<file path="src/design/bls_defines.vh">
// Register map, field positions, lane and speed codes and timing counts of the link setup block
// Function
// - In SGMII mode the port runs at 1 Gb/s, 100 Mb/s or 10 Mb/s, following the speed the partner signals.
// - Each SGMII direction is one self-clocked 1.25 GBaud lane carrying 8B/10B symbols.
// - On a new control word from the PHY the port acknowledges it by setting bit 14 of its own config word.
// - Backplane negotiation pages travel as differential Manchester signalling, not fast link pulses.
// - Backplane negotiation sends and takes extended base pages and next pages and parallel-detects KX partners.
// - After backplane negotiation the MAC runs at 1 Gb/s or 10 Gb/s; the protocol only configures PCS, FEC and front end.
// - Backplane negotiation resolves between a KR and a KX partner and fixes speed and link characteristics.
// - For a partner that does not negotiate the port enables KX and declares KX once its PCS syncs.
// - Parallel detection runs whenever backplane negotiation runs, with no enable of its own.
// - With low-power link-up set outside D0 the PHY negotiates low speed only if manageability, APM wake or PME needs link, else it is off.
// - Low-power negotiation first advertises only the lowest allowed speed and adds speeds after a failed try.
`ifndef BLS_DEFINES_VH
`define BLS_DEFINES_VH
`define BLS_A_CTRL 4'h0
`define BLS_A_ABIL 4'h1
`define BLS_A_STAT 4'h2
`define BLS_A_IRQ_STAT 4'h3
`define BLS_A_IRQ_MASK 4'h4
`define BLS_A_RXCFG 4'h5
`define BLS_A_TXCFG 4'h6
`define BLS_CTRL_RESTART 0
`define BLS_CTRL_AN_EN 1
`define BLS_CTRL_SGMII_EN 2
`define BLS_CTRL_CLAUSE37_EN 3
`define BLS_CTRL_LOW_POWER_LINKUP 4
`define BLS_CTRL_NON_D0 5
`define BLS_CTRL_NEED 6
`define BLS_CTRL_LANE_LO 8
`define BLS_ABIL_KX 0
`define BLS_ABIL_KR 1
`define BLS_ABIL_FEC 2
`define BLS_LANE_SFI 3'h7
`define BLS_LANE_SGMII 3'h4
`define BLS_LANE_2G5 3'h5
`define BLS_SPD_10M 3'h0
`define BLS_SPD_100M 3'h1
`define BLS_SPD_1G 3'h2
`define BLS_SPD_2G5 3'h3
`define BLS_SPD_10G 3'h4
`define BLS_ACK_BIT 14
`define BLS_IRQ_LINK_UP 0
`define BLS_IRQ_LINK_DOWN 1
`define BLS_IRQ_SGMII_CW 2
`define BLS_IRQ_AN_FAIL 3
`define BLS_AN_TRY_NS 10000000
`define BLS_CLK_NS 4
`endif

</file>
<file path="src/design/bls_link_setup.v">
// Link setup: SGMII speed ack, backplane negotiation, low-power link-up
`timescale 1ns/1ps
`default_nettype none
`include "bls_defines.vh"
module bls_link_setup #(
	parameter TRY_CYCLES = `BLS_AN_TRY_NS / `BLS_CLK_NS,
	parameter SYNC_STABLE = 16
)
(
	input wire mclk,
	input wire rst_b,
	input wire [3:0] avs_address,
	input wire avs_read,
	input wire avs_write,
	input wire [31:0] avs_writedata,
	output reg [31:0] avs_readdata,
	output reg avs_waitrequest,
	input wire [15:0] sgmii_rx_cfg,
	input wire sgmii_rx_cfg_valid,
	output reg [15:0] sgmii_tx_cfg,
	input wire an_page_done,
	input wire an_lp_kr,
	input wire an_lp_kx,
	input wire an_lp_fec,
	input wire pcs_sync,
	output reg an_run,
	output reg [2:0] an_adv,
	output reg kx_mode,
	output reg kr_mode,
	output reg fec_en,
	output reg phy_disable,
	output reg [2:0] mac_speed,
	output reg link_up,
	output reg irq
);
	localparam ST_IDLE = 3'h0;
	localparam ST_AN = 3'h1;
	localparam ST_UP = 3'h2;
	localparam ST_SGMII = 3'h3;
	localparam ST_FORCED = 3'h4;
	localparam ST_OFF = 3'h5;

	reg [31:0] ctrl_r;
	reg [2:0] abil_r;
	reg [3:0] ist_r;
	reg [3:0] imask_r;
	reg [2:0] st_r;
	reg [2:0] st_nxt;
	reg [31:0] try_r;
	reg lp_wide_r;
	reg [15:0] rxcfg_r;
	reg [3:0] ev;
	reg resp_r;
	wire kx_found;
	wire [2:0] lane = ctrl_r[`BLS_CTRL_LANE_LO+2:`BLS_CTRL_LANE_LO];
	wire restart = avs_write && !avs_waitrequest &&
		avs_address == `BLS_A_CTRL && avs_writedata[`BLS_CTRL_RESTART];
	wire low_pwr_act = ctrl_r[`BLS_CTRL_LOW_POWER_LINKUP] &&
		ctrl_r[`BLS_CTRL_NON_D0];
	wire need_link = ctrl_r[`BLS_CTRL_NEED];

	function [2:0] sgmii_speed;
		input [15:0] cw;
		begin
			case (cw[11:10])
				2'b00: sgmii_speed = `BLS_SPD_10M;
				2'b01: sgmii_speed = `BLS_SPD_100M;
				default: sgmii_speed = `BLS_SPD_1G;
			endcase
		end
	endfunction

	// Parallel detect follows negotiation
	bls_sync_detect #(
		.STABLE(SYNC_STABLE)
	)
	u_bls_sync_detect (
		.mclk(mclk),
		.rst_b(rst_b),
		.enable(an_run),
		.pcs_sync(pcs_sync),
		.kx_found(kx_found)
	);

	// Avalon slave, one wait cycle per access
	always @(posedge mclk or negedge rst_b)
	begin
		if (!rst_b)
		begin
			avs_waitrequest <= 1'b1;
			avs_readdata <= 32'h00000000;
			resp_r <= 1'b0;
		end
		else
		begin
			resp_r <= (avs_read || avs_write) && avs_waitrequest && !resp_r;
			avs_waitrequest <= !((avs_read || avs_write) && avs_waitrequest
				&& !resp_r);
			if (avs_read && avs_waitrequest && !resp_r)
			begin
				case (avs_address)
					`BLS_A_CTRL: avs_readdata <= {ctrl_r[31:1], 1'b0};
					`BLS_A_ABIL: avs_readdata <= {29'h0, abil_r};
					`BLS_A_STAT: avs_readdata <= {24'h0, kr_mode, kx_mode,
						link_up, st_r, 2'b00} | {29'h0, mac_speed} << 8;
					`BLS_A_IRQ_STAT: avs_readdata <= {28'h0, ist_r};
					`BLS_A_IRQ_MASK: avs_readdata <= {28'h0, imask_r};
					`BLS_A_RXCFG: avs_readdata <= {16'h0, rxcfg_r};
					`BLS_A_TXCFG: avs_readdata <= {16'h0, sgmii_tx_cfg};
					default: avs_readdata <= 32'h00000000;
				endcase
			end
		end
	end

	// Register writes and sticky interrupt status
	always @(posedge mclk or negedge rst_b)
	begin
		if (!rst_b)
		begin
			ctrl_r <= 32'h00000000;
			abil_r <= 3'h0;
			ist_r <= 4'h0;
			imask_r <= 4'h0;
			irq <= 1'b0;
		end
		else
		begin
			if (avs_write && !avs_waitrequest)
			begin
				case (avs_address)
					`BLS_A_CTRL: ctrl_r <= avs_writedata & 32'h000007FE;
					`BLS_A_ABIL: abil_r <= avs_writedata[2:0];
					`BLS_A_IRQ_MASK: imask_r <= avs_writedata[3:0];
					default: ;
				endcase
			end
			if (avs_write && !avs_waitrequest && avs_address == `BLS_A_IRQ_STAT)
				ist_r <= (ist_r & ~avs_writedata[3:0]) | ev;
			else
				ist_r <= ist_r | ev;
			irq <= |(ist_r & imask_r);
		end
	end

	// Link state machine
	always @*
	begin
		st_nxt = st_r;
		case (st_r)
			ST_IDLE:
			begin
				if (restart || lane != 3'h0 || ctrl_r[`BLS_CTRL_SGMII_EN]
					|| ctrl_r[`BLS_CTRL_AN_EN])
				begin
					if (low_pwr_act && !need_link)
						st_nxt = ST_OFF;
					else if (ctrl_r[`BLS_CTRL_SGMII_EN])
						st_nxt = ST_SGMII;
					else if (ctrl_r[`BLS_CTRL_AN_EN])
						st_nxt = ST_AN;
					else if (lane != 3'h0)
						st_nxt = ST_FORCED;
				end
			end
			ST_AN:
			begin
				if ((an_page_done && (an_lp_kr || an_lp_kx)) || kx_found)
					st_nxt = ST_UP;
			end
			ST_UP:
			begin
				if (!pcs_sync)
					st_nxt = ST_AN;
			end
			ST_OFF:
			begin
				if (!low_pwr_act || need_link)
					st_nxt = ST_IDLE;
			end
			ST_SGMII, ST_FORCED: st_nxt = st_r;
			default: st_nxt = ST_IDLE;
		endcase
		// Low-power gate outside D0, idle included
		if (restart)
			st_nxt = ST_IDLE;
		else if (low_pwr_act && !need_link)
			st_nxt = ST_OFF;
	end

	always @(posedge mclk or negedge rst_b)
	begin
		if (!rst_b)
		begin
			st_r <= ST_IDLE;
			try_r <= 32'h00000000;
			lp_wide_r <= 1'b0;
			rxcfg_r <= 16'h0000;
			sgmii_tx_cfg <= 16'h0000;
			an_run <= 1'b0;
			an_adv <= 3'h0;
			kx_mode <= 1'b0;
			kr_mode <= 1'b0;
			fec_en <= 1'b0;
			phy_disable <= 1'b0;
			mac_speed <= `BLS_SPD_1G;
			link_up <= 1'b0;
			ev <= 4'h0;
		end
		else
		begin
			st_r <= st_nxt;
			ev <= 4'h0;
			an_run <= (st_nxt == ST_AN);
			phy_disable <= (st_nxt == ST_OFF);
			if (restart)
				lp_wide_r <= 1'b0;
			// Retry timer widens the low-power advertisement
			if (st_nxt == ST_AN && st_r == ST_AN)
			begin
				if (try_r >= TRY_CYCLES - 1)
				begin
					try_r <= 32'h00000000;
					lp_wide_r <= 1'b1;
					ev[`BLS_IRQ_AN_FAIL] <= 1'b1;
				end
				else
					try_r <= try_r + 32'h00000001;
			end
			else
				try_r <= 32'h00000000;
			if (low_pwr_act && !lp_wide_r)
				an_adv <= abil_r[`BLS_ABIL_KX] ? {1'b0, 2'b01} :
					abil_r;
			else
				an_adv <= abil_r;
			if (st_nxt == ST_AN && st_r != ST_AN)
			begin
				kx_mode <= 1'b1;
				kr_mode <= 1'b0;
			end
			// Negotiation or parallel detect result
			if (st_r == ST_AN && st_nxt == ST_UP)
			begin
				link_up <= 1'b1;
				ev[`BLS_IRQ_LINK_UP] <= 1'b1;
				if (an_page_done && an_lp_kr && an_adv[`BLS_ABIL_KR])
				begin
					kr_mode <= 1'b1;
					kx_mode <= 1'b0;
					fec_en <= an_lp_fec && an_adv[`BLS_ABIL_FEC];
					mac_speed <= `BLS_SPD_10G;
				end
				else
				begin
					kx_mode <= 1'b1;
					kr_mode <= 1'b0;
					fec_en <= 1'b0;
					mac_speed <= `BLS_SPD_1G;
				end
			end
			// Forced lane settings
			if (st_r == ST_IDLE && st_nxt == ST_FORCED)
			begin
				link_up <= 1'b1;
				ev[`BLS_IRQ_LINK_UP] <= 1'b1;
				kr_mode <= (lane == `BLS_LANE_SFI);
				kx_mode <= (lane != `BLS_LANE_SFI);
				mac_speed <= (lane == `BLS_LANE_SFI) ? `BLS_SPD_10G :
					(lane == `BLS_LANE_2G5) ? `BLS_SPD_2G5 : `BLS_SPD_1G;
			end
			if (st_nxt == ST_SGMII && st_r != ST_SGMII)
				kx_mode <= 1'b1;
			// SGMII control word capture and acknowledge
			if (st_r == ST_SGMII && sgmii_rx_cfg_valid &&
				sgmii_rx_cfg != rxcfg_r)
			begin
				rxcfg_r <= sgmii_rx_cfg;
				sgmii_tx_cfg <= 16'h4001;
				ev[`BLS_IRQ_SGMII_CW] <= 1'b1;
				link_up <= sgmii_rx_cfg[15];
				mac_speed <= sgmii_speed(sgmii_rx_cfg);
			end
			// Leaving a link state clears it
			if ((st_r == ST_UP && st_nxt != ST_UP) ||
				(st_nxt == ST_IDLE && st_r != ST_IDLE) ||
				(st_nxt == ST_OFF && st_r != ST_OFF))
			begin
				if (link_up)
					ev[`BLS_IRQ_LINK_DOWN] <= 1'b1;
				link_up <= 1'b0;
				if (st_nxt != ST_AN)
				begin
					kx_mode <= 1'b0;
					kr_mode <= 1'b0;
				end
				fec_en <= 1'b0;
				sgmii_tx_cfg <= 16'h0000;
				rxcfg_r <= 16'h0000;
			end
		end
	end
endmodule
`default_nettype wire

</file>
<file path="src/design/bls_sync_detect.v">
// Parallel detection timer: reports KX found once PCS sync has held, while enabled, for a stable window
`timescale 1ns/1ps
`default_nettype none
module bls_sync_detect #(
	parameter STABLE = 16
)
(
	input wire mclk,
	input wire rst_b,
	input wire enable,
	input wire pcs_sync,
	output reg kx_found
);
	reg [15:0] cnt_r;
	always @(posedge mclk or negedge rst_b)
	begin
		if (!rst_b)
		begin
			cnt_r <= 16'h0000;
			kx_found <= 1'b0;
		end
		else if (!enable || !pcs_sync)
		begin
			cnt_r <= 16'h0000;
			kx_found <= 1'b0;
		end
		else if (cnt_r == STABLE[15:0])
			kx_found <= 1'b1;
		else
			cnt_r <= cnt_r + 16'h0001;
	end
endmodule
`default_nettype wire

</file>
<file path="config.mk">
export PLATFORM = sky130hd
export DESIGN_NAME = bls_link_setup
export DESIGN_NICKNAME = d
export VERILOG_FILES = /design/src/design/bls_link_setup.v /design/src/design/bls_sync_detect.v
export VERILOG_INCLUDE_DIRS = /design/src /design/src/design
export SDC_FILE = /design/constraint.sdc
export NUM_CORES = 1
export LEC_CHECK = 0
export BUFFER_PORTS_ARGS = -buffer_cell sky130_fd_sc_hd__buf_2
export CORE_UTILIZATION = 49
export CTS_CLUSTER_DIAMETER = 80
export DETAILED_ROUTE_END_ITERATION = 7
export PLACE_DENSITY = 0.73
export SYNTH_ARGS = -nofsm -noshare
export SYNTH_HDL_FRONTEND = slang
export SYNTH_HIERARCHICAL = 1
export SYNTH_SLANG_ARGS = --single-unit
</file>
<file path="constraint.sdc">
create_clock -name mclk -period 5 [get_ports mclk]
set_clock_uncertainty 0.15 [all_clocks]
set_input_delay 0.75 -clock mclk [delete_from_list [all_inputs] [get_ports mclk]]
set_output_delay 0.75 -clock mclk [all_outputs]
set_load 0.02 [all_outputs]
</file>
* Word-level counts from Yosys, hierarchy flattened
Index checks and enable logic that the tools add are counted.
** Cells by class
- Eq/ne operators :: 28
- Multipliers :: 0
- Bitwise operators :: 6
- Div/mod/pow operators :: 0
- Mux-type cells :: 61
- Reduce and logical (&&, ||, !) cells :: 59
- Add/subtract/negate cells :: 2
- Order comparisons :: 1
- Shift-type cells :: 0
** Operators by type and width (number)
- case mux 16 bit (7 select lines) :: 1
- two-way mux 16 bit :: 6
- two-way mux 32 bit :: 2
- two-way mux 3 bit :: 16
- two-way mux 1 bit :: 33
- adder 32 x 1 -> 32 bit (second input constant) :: 1
- >= comparator 32 x 22 -> 1 bit (second input constant) :: 1
- logical AND 1 bit :: 25
- == test 3 bit (second input constant) :: 6
- adder 16 x 1 -> 16 bit (second input constant) :: 1
- == test 16 x 5 -> 1 bit (second input constant) :: 1
- != test 16 bit :: 1
- case mux 3 bit (5 select lines) :: 1
- == test 3 x 2 -> 1 bit (second input constant) :: 4
- == test 4 x 3 -> 1 bit (second input constant) :: 3
- bitwise OR 8 x 11 -> 11 bit :: 1
- logical OR 1 bit :: 10
- nonzero test 3 bit :: 3
- AND 4 bit :: 2
- == test 4 x 2 -> 1 bit (second input constant) :: 2
- zero test 1 bit :: 8
- bitwise OR 4 bit :: 2
- == test 3 x 1 -> 1 bit (second input constant) :: 2
- zero test 3 bit :: 2
- 16 further kinds :: 23
** Storage, ports and cells
- Bits in latches :: 0
- Memory bits (writable) :: 0
- Flip-flop bits (word level) :: 157
- Input bits :: 62
- Memories kept :: 0
- Memory bits (read-only) :: 0
- Output and inout bits :: 62
- Word-level logic and storage cells :: 181

* Logic depth before layout (Yosys ltp)
Gate-level depths: netlist (run 1).
- Word-level depth :: 19
- Gate-level depth with buffers :: 9
- Depth with buffers taken out :: 7

* By module
The synthesis (run 1) kept the hierarchy.
** Modules (own cells, without submodules)
- bls_link_setup :: area an instance 5386.4 um^2, times used 1, cells each 491, seq. area each 2730.1 um^2
- bls_sync_detect :: area an instance 920.9 um^2, times used 1, cells each 96, seq. area each 425.4 um^2

* Worst setup path after synthesis (run 1)
No wires, ideal clock.
- Path kind :: input -> register
- From :: input port avs_address[3]
- To :: register kx_mode
- Path slack :: 2.539 ns
- Setup time :: 0.123 ns
- Path buffers :: 2
- Arrival time :: 2.187 ns
- Stages on the path :: 8
- Data required time :: 4.727 ns
- Path through :: buf_2 > nor4_2 > buf_2 > nand3_1 > and3_4 > a32oi_1 > o2111ai_1 > o2bb2ai_1
** Between the ends
- Cells in the longest elaborated chain, start to end :: 18
- Elaborated cells on any way between the ends :: 33
- Classes of those cells :: eq/ne (7); mux (10); reduce/logical (16)
** RTL lines
- start, declared :: RTL line bls_link_setup.v:12 : input wire [3:0] avs_address,
- zero test 4 bit (*)
- logical AND 1 bit (no line) (*)
- logical AND 1 bit (*) :: RTL line bls_link_setup.v:56 : wire restart = avs_write && !avs_waitrequest &&
- logical OR 1 bit (3 in series) :: RTL line bls_link_setup.v:153 : if (restart || lane != 3'h0 || ctrl_r[`BLS_CTRL_SGMII_EN]
- two-way mux 3 bit :: RTL line bls_link_setup.v:153
- case mux 3 bit (5 select lines) :: RTL line bls_link_setup.v:150 : case (st_r)
- two-way mux 3 bit :: RTL line bls_link_setup.v:187 : else if (low_pwr_act && !need_link)
- two-way mux 3 bit (*) :: RTL line bls_link_setup.v:185 : if (restart)
- == test 3 x 1 -> 1 bit :: RTL line bls_link_setup.v:237 : if (st_nxt == ST_AN && st_r != ST_AN)
- logical AND 1 bit :: RTL line bls_link_setup.v:237
- two-way mux 1 bit :: RTL line bls_link_setup.v:237
- two-way mux 1 bit :: RTL line bls_link_setup.v:243 : if (st_r == ST_AN && st_nxt == ST_UP)
- two-way mux 1 bit :: RTL line bls_link_setup.v:263 : if (st_r == ST_IDLE && st_nxt == ST_FORCED)
- two-way mux 1 bit :: RTL line bls_link_setup.v:272 : if (st_nxt == ST_SGMII && st_r != ST_SGMII)
- two-way mux 1 bit :: RTL line bls_link_setup.v:292 : if (st_nxt != ST_AN)
- two-way mux 1 bit (*) :: RTL line bls_link_setup.v:285 : if ((st_r == ST_UP && st_nxt != ST_UP) ||
- end signal, assigned :: RTL line bls_link_setup.v:268 : kx_mode <= (lane != `BLS_LANE_SFI);
- end, declared :: RTL line bls_link_setup.v:28 : output reg kx_mode,
Mark *: on every way between the ends. The rest lies on a longest branch, timed or not.
A chain may end at the register's enable or synchronous reset.

* Final worst setup path (run 1)
- From :: input port avs_address[1]
- To :: register kx_mode
Same word-level chain as after synthesis.

==> flow_summary_export.csv, run 1 <==
group,metric,value,unit
run_status,status,"finished clean",
placed_design,dpl.hpwl,9670,microns
route,totalWireLength,13600,microns
yosys,ys_ff_latch,126,
yosys,yosysTopAreaCell,"dfrtp_1",
global_routing,grt_max_degree,60,
global_routing,grt_pass1_vias,4495,
yosys,yosysSeqAreaShare,50.0,%
sta,hold_viol,0,
route,drtAntennaViolNets,0,
setup_path,cpMostUsedCell,"buf_4",
sta,slew_headroom,50.2,%
route,drt_first_pass_iters,6,
cts,postCtsResizedCells,0,
layout,layout.nets,732,
cts,ctsHoldBuffers,0,
cts,cts_setup_buffers,0,
sta,finalSetupViolCount,0,
floorplan,num_rows,41,
global_routing,grt_use_total,22.0,%
route,drc,0,
placed_design,gp_congestion,0.899,
route,vias,4635,
setup_path,slowest_stage,"o41ai_4",
sta,whs,0.0419,ns
layout,syn_to_final_growth,16.7,%
layout,nFillCells,1054,
job,maxCapViolCount,0,
power_and_ir_drop,powerDensity,493,nW/um^2
setup_path,path_class,"input port to flop",
yosys,syn_area,6310,sq um
setup_path,arrival,3.11,ns
global_routing,antenna_found_initial,0,
placed_design,io_buffers,72,
global_routing,gr-total-overflow,0,
yosys,async_flop_share,100,%
cts,htree_num_levels,4,
yosys,synthCells,587,
setup_path,cp_cell_sequence,"buf_2 -> nor4_2 -> buf_4 -> and3_1 -> a211oi_1 -> o41ai_4 -> buf_4 -> o2bb2ai_1",
sta,rsz0062_at_grt,"false",
floorplan,dieHeight,115,microns
cts,cts_tree,"yes",
yosys,syn_avg_cell_area,10.7,sq um
cts,numCtsBuffers,17,
sta,timing.final.crit_share,59.3,%
sta,finalCriticalPeriod,2.97,ns
yosys,synth_ff_type,"dfrtp_1",
yosys,synth_top_cell_area_share,49.2,%
cts,root_buffer,"clkbuf_16",
route,post_drt_wl_per_cell,16.0,microns
floorplan,dieArea,13300,sq um
layout,diodes,0,
sta,worstMarginPinSlew,0.745,ns
sta,setup_ws,2.03,ns
min_path,hold_class,"input port to async pin",
floorplan,core-area,12600,sq um
power_and_ir_drop,power.leakage,3.27,nW
floorplan,die-width,115,microns
power_and_ir_drop,max-vdd-ir-drop,270,uV
setup_path,cp-start-kind,"input port",
setup_path,critPathMaxStageDelay,0.76,ns
setup_path,end_kind,"flop",
sta,setup_tns,0,ns
setup_path,worstPathRequired,5.15,ns
yosys,post-synth-top-count-cell,"dfrtp_1",
yosys,synth_warnings,6,
placed_design,place_ws,1.65,ns
sta,slew_viol_final,0,
cts,clock_latency,0.42,ns
yosys,synth_area_leaders,"dfrtp_1 (49%), buf_4 (3.9%), mux2i_1 (3.8%)",
cts,clkSlewWorstSetupHoldPaths,0.05,ns
cts,cts_buffer_depth,2,
sta,fmax,0.337,GHz
cts,cts_num_sinks,126,
yosys,synth_edf_count,0,
floorplan,io_pins,124,
route,dr.first_iter.drc_count,269,
setup_path,cp_max_fo,13,
global_routing,grt_first_pass_wirelength,22300,microns
route,via_per_inst,5.45,
layout,drive_above_1_share,23.3,%
yosys,synthTopCellsByCount,"dfrtp_1 (124), nor2_1 (45), nand2_1 (41)",
floorplan,start_util,50.2,%
yosys,yosys.cell_types.count,74,
setup_path,r2r_setup_slack,2.22,ns
## cells by family after synthesis
logic type               synth area share (%)
XOR/XNOR                                 5.14
other                                  0.0595
AND/OR/NAND/NOR                          19.5
AO/OA/AOI/OAI                            11.0
multiplexers                             7.02
adder cells (fa/ha/maj)                 0.595
flip-flops                               50.0
buffers and inverters                    6.61
## cell type report
class | instances | area, sq um | share of cell area (%)
inverters | 14 | 52.6 | 0.714
well taps | 172 | 215 | 2.92
flip-flops and latches | 126 | 3160 | 42.9
multi-input cells | 431 | 2900 | 39.3
clock inverters | 5 | 125 | 1.70
clock buffers | 26 | 519 | 7.05
repair buffers | 77 | 400 | 5.44
## registers in the layout, indices dropped and copies added, names as in the netlist, 4 cells and up
name / flops
avs_readdata: 16
ev: 4
ctrl_r: 10
try_r: 32
imask_r: 4
u_bls_sync_detect/cnt_r: 16
rxcfg_r: 16
ist_r: 4
## routing by layer
metal / GRT usage (%) / up-vias / share of wire (%)
met1: 30.5 / 2268 / 44
met4: 7.97 / 0 / 1.5
met5: 0 / - / 0
li1: - / 2193 / -
met2: 33.8 / 154 / 48
met3: 5.13 / 20 / 6.4
## final timing paths
path | depth (start not counted) | start | end
setup / recovery | 8 | avs_address[1] | kx_mode$_DFF_PN0_
hold / removal | 1 | rst_b | avs_readdata[2]$_DFFE_PN0P_
setup reg to reg | 7 | try_r[0]$_DFF_PN0_ | try_r[0]$_DFF_PN0_
hold reg to reg | 1 | ev[3]$_DFF_PN0_ | ist_r[3]$_DFF_PN0_
max in group asynchronous | 2 | rst_b | try_r[19]$_DFF_PN0_
min in group mclk | 1 | ev[3]$_DFF_PN0_ | ist_r[3]$_DFF_PN0_
## placed cells by master (no fill, tap or decap), types with 4 or more instances in the layout
| cell | n |
|---|---|
| dfrtp_1 | 124 |
| buf_2 | 71 |
| nor2_1 | 44 |
| nand2_1 | 41 |
| conb_1 | 40 |
| xnor2_1 | 26 |
| mux2i_1 | 24 |
| nor2_2 | 19 |
| nand3_1 | 17 |
| o21ai_0 | 17 |
| mux2_2 | 17 |
| clkbuf_16 | 17 |
| a21oi_1 | 13 |
| inv_1 | 13 |
| nand4_1 | 13 |
| nor4_1 | 11 |
| xor2_1 | 11 |
| nand2b_1 | 9 |
| and2_1 | 9 |
| nor3_1 | 8 |
| a222oi_1 | 8 |
| and3_1 | 6 |
| or3_1 | 6 |
| clkbuf_8 | 6 |
| buf_4 | 6 |
| nor2b_1 | 5 |
| a21o_1 | 5 |
| a22oi_1 | 5 |
| o31ai_1 | 5 |
| a22o_1 | 5 |
| a211oi_1 | 4 |
| bufinv_16 | 4 |
| or4_1 | 4 |
## per-stage QoR
step	instances	total power [mW]	cell area (sq um)	utilization, %
2_1_floorplan	626	2.04	6450	-
3_3_place_gp	820	2.28	6720	53.5
3_5_place_dp	820	2.31	6720	53.5
4_1_cts	851	3.65	7360	58.6
5_1_grt	851	3.80	7360	58.6
6_report	851	3.63	7360	58.6
## report_power, final
part / switching, mW / internal, mW
logic: 0.548 / 0.367
registers: 0.185 / 1.21
clock network: 0.416 / 0.911
total: 1.15 / 2.48
## critical path, delay by kind of cell
family / cells / cell delay (ns)
AOI/OAI and AO/OA: 3 / 1.01
and+or+nand+nor: 2 / 0.63
buffers and inverters: 3 / 0.72
Note: power is estimated with default switching activity, not from simulation.
==> run 2, diff against run 1 <==
PLACE_DENSITY = 0.76   (was 0.73)
clock period = 2.5 ns   (was 5 ns; I/O delays follow)
==> flow_summary_export.csv, run 2 (same netlist as run 1, synthesis figures left out) <==
group,metric,value,unit
setup_path,path_class,"flop to flop",
floorplan,die-width,115,microns
global_routing,grt_max_degree,50,
route,totalWireLength,14400,microns
floorplan,num_rows,41,
power_and_ir_drop,switching_share,34.0,%
global_routing,antenna_found_initial,0,
floorplan,core-area,12600,sq um
route,drc,0,
layout,nFillCells,1015,
sta,rsz0062_at_grt,"false",
power_and_ir_drop,switchingPower,2.45,mW
job,maxCapViolCount,0,
layout,multi_input_area,2900,sq um
placed_design,io_buffers,72,
setup_path,cp_max_fo,22,
sta,timing.final.crit_share,95.0,%
global_routing,grt_use_total,22.8,%
setup_path,rr_startpoint,"try_r[0]$_DFF_PN0_",
route,via_per_inst,5.60,
sta,finalCriticalPeriod,2.38,ns
sta,fmax,0.421,GHz
setup_path,arrival,2.56,ns
global_routing,gr-total-overflow,0,
global_routing,grt_pass1_vias,4663,
setup_path,end_kind,"flop",
power_and_ir_drop,internal-power,4.75,mW
layout,seq_area,3160,sq um
min_path,hp-start,"avs_read",
floorplan,dieHeight,115,microns
setup_path,critPathMaxStageDelay,0.40,ns
sta,hold_viol,0,
sta,whs,0.0138,ns
floorplan,start_util,50.2,%
sta,finalSetupViolCount,0,
placed_design,dpl.hpwl,10300,microns
sta,slew_headroom,60.5,%
setup_path,cp_cell_sequence,"ha_1 -> and4_1 -> o31a_1 -> o41ai_2 -> a2111oi_1 -> nand4b_4 -> buf_12 -> nor2_1",
cts,root_buffer,"clkbuf_16",
layout,final_cell_mix,"dfrtp_1 (124), buf_2 (71), nor2_1 (44)",
sta,setup_tns,0,ns
cts,htree_num_levels,4,
layout,largest_reg_flops,32,
setup_path,worstSetupStartpoint,"try_r[0]$_DFF_PN0_",
cts,cts_num_sinks,126,
global_routing,grt_first_pass_wirelength,23100,microns
power_and_ir_drop,power.leakage,3.34,nW
setup_path,worstPathRequired,2.69,ns
cts,numCtsBuffers,17,
setup_path,cp-start-kind,"flop",
sta,slew_viol_final,0,
route,dr.first_iter.drc_count,383,
sta,worstMarginPinSlew,0.592,ns
route,post_drt_wl_per_cell,16.6,microns
min_path,hold_class,"input port to flop",
power_and_ir_drop,seq_power_share,38.1,%
run_status,status,"finished clean",
power_and_ir_drop,comb_power_share,28.4,%
power_and_ir_drop,powerDensity,962,nW/um^2
cts,cts_setup_buffers,0,
cts,cts_buffer_depth,2,
power_and_ir_drop,max-vdd-ir-drop,594,uV
layout,largest-register,"try_r",
cts,cts_tree,"yes",
setup_path,slowest_stage,"dfrtp_1",
layout,syn_to_final_growth,18.7,%
power_and_ir_drop,pwr-share-clk,33.5,%
cts,clock_latency,0.42,ns
route,drtAntennaViolNets,0,
layout,layout_commonest_cell,"dfrtp_1",
layout,diodes,0,
floorplan,io_pins,124,
floorplan,dieArea,13300,sq um
route,drt_first_pass_iters,6,
layout,drive_above_1_share,25.5,%
cts,clkSlewWorstSetupHoldPaths,0.06,ns
route,vias,4876,
placed_design,gp_congestion,0.970,
layout,layout.nets,750,
## run 2: changes by cell type in the layout (fill, tap and decap cells not counted), sizes merged
cell,delta
buf,+17
clkbuf,-6
clkinvlp,+5
clkinv,+3
bufinv,-2
dlygate4sd3,+1
inv,+1
## run 2: worst max-delay path: cells and delay by family, from the launching register on
kind / cells / cell delay (ns)
compound gates: 3 / 0.74
simple gates: 3 / 0.58
flops: 1 / 0.40
fa+ha+maj: 1 / 0.25
buf+inv: 1 / 0.19
## run 2: worst paths after layout
| check | endpoint | slack, ns | cells past startpoint |
|---|---|---|---|
| setup reg to reg | try_r[3]$_DFF_PN0_ | 0.12 | 8 |
| hold / removal | avs_waitrequest$_DFF_PN1_ | 0.01 | 2 |
| min in group asynchronous | avs_readdata[15]$_DFFE_PN0P_ | 0.35 | 2 |
| max in group asynchronous | phy_disable$_DFF_PN0_ | 1.12 | 3 |
| setup / recovery | try_r[3]$_DFF_PN0_ | 0.12 | 8 |
| hold reg to reg | ist_r[3]$_DFF_PN0_ | 0.28 | 1 |
## run 2: metal layers
layer	track usage (%)	part of all wire, %
met1	30.7	44
met2	36.4	49
met3	5.23	6.4
met4	7.97	1.5
met5	0	0
## run 2: area by class of cell
type / instances / share of cell area (%)
Clock buffer: 20 / 5.97
Multi-Input combinational cell: 431 / 38.8
Sequential cell: 126 / 42.2
Timing Repair Buffer: 95 / 7.69
Tap cell: 172 / 2.87
Clock inverter: 12 / 1.84
Inverter: 14 / 0.702
## run 2: power groups by stage
stage          sequential [mW]  clock (mW)  combinational [mW]
3_3_place_gp              2.75           0                1.96
2_1_floorplan             2.80           0                1.29
4_1_cts                   2.73        2.44                2.04
3_5_place_dp              2.76           0                2.02
6_report                  2.75        2.41                2.05
5_1_grt                   2.78        2.52                2.23
## run 2: what timing repair did
action	CTS	global route
hold buffers	1	0
hold endpoints to repair	40	0
endpoints found under the setup margin	0	23
gates resized for setup	0	1
## run 2: per-stage QoR
stage | power (mW) | instance area [sq um] | std cells | util [%] | setup WS, ns
3_3_place_gp | 4.71 | 6880 | 837 | 54.8 | 0.124
4_1_cts | 7.21 | 7480 | 870 | 59.5 | 0.0124
5_1_grt | 7.53 | 7490 | 870 | 59.6 | 0.0131
6_report | 7.20 | 7490 | 870 | 59.6 | 0.125
2_1_floorplan | 4.08 | 6450 | 626 | - | 0.231
3_5_place_dp | 4.78 | 6880 | 837 | 54.8 | 0.0405
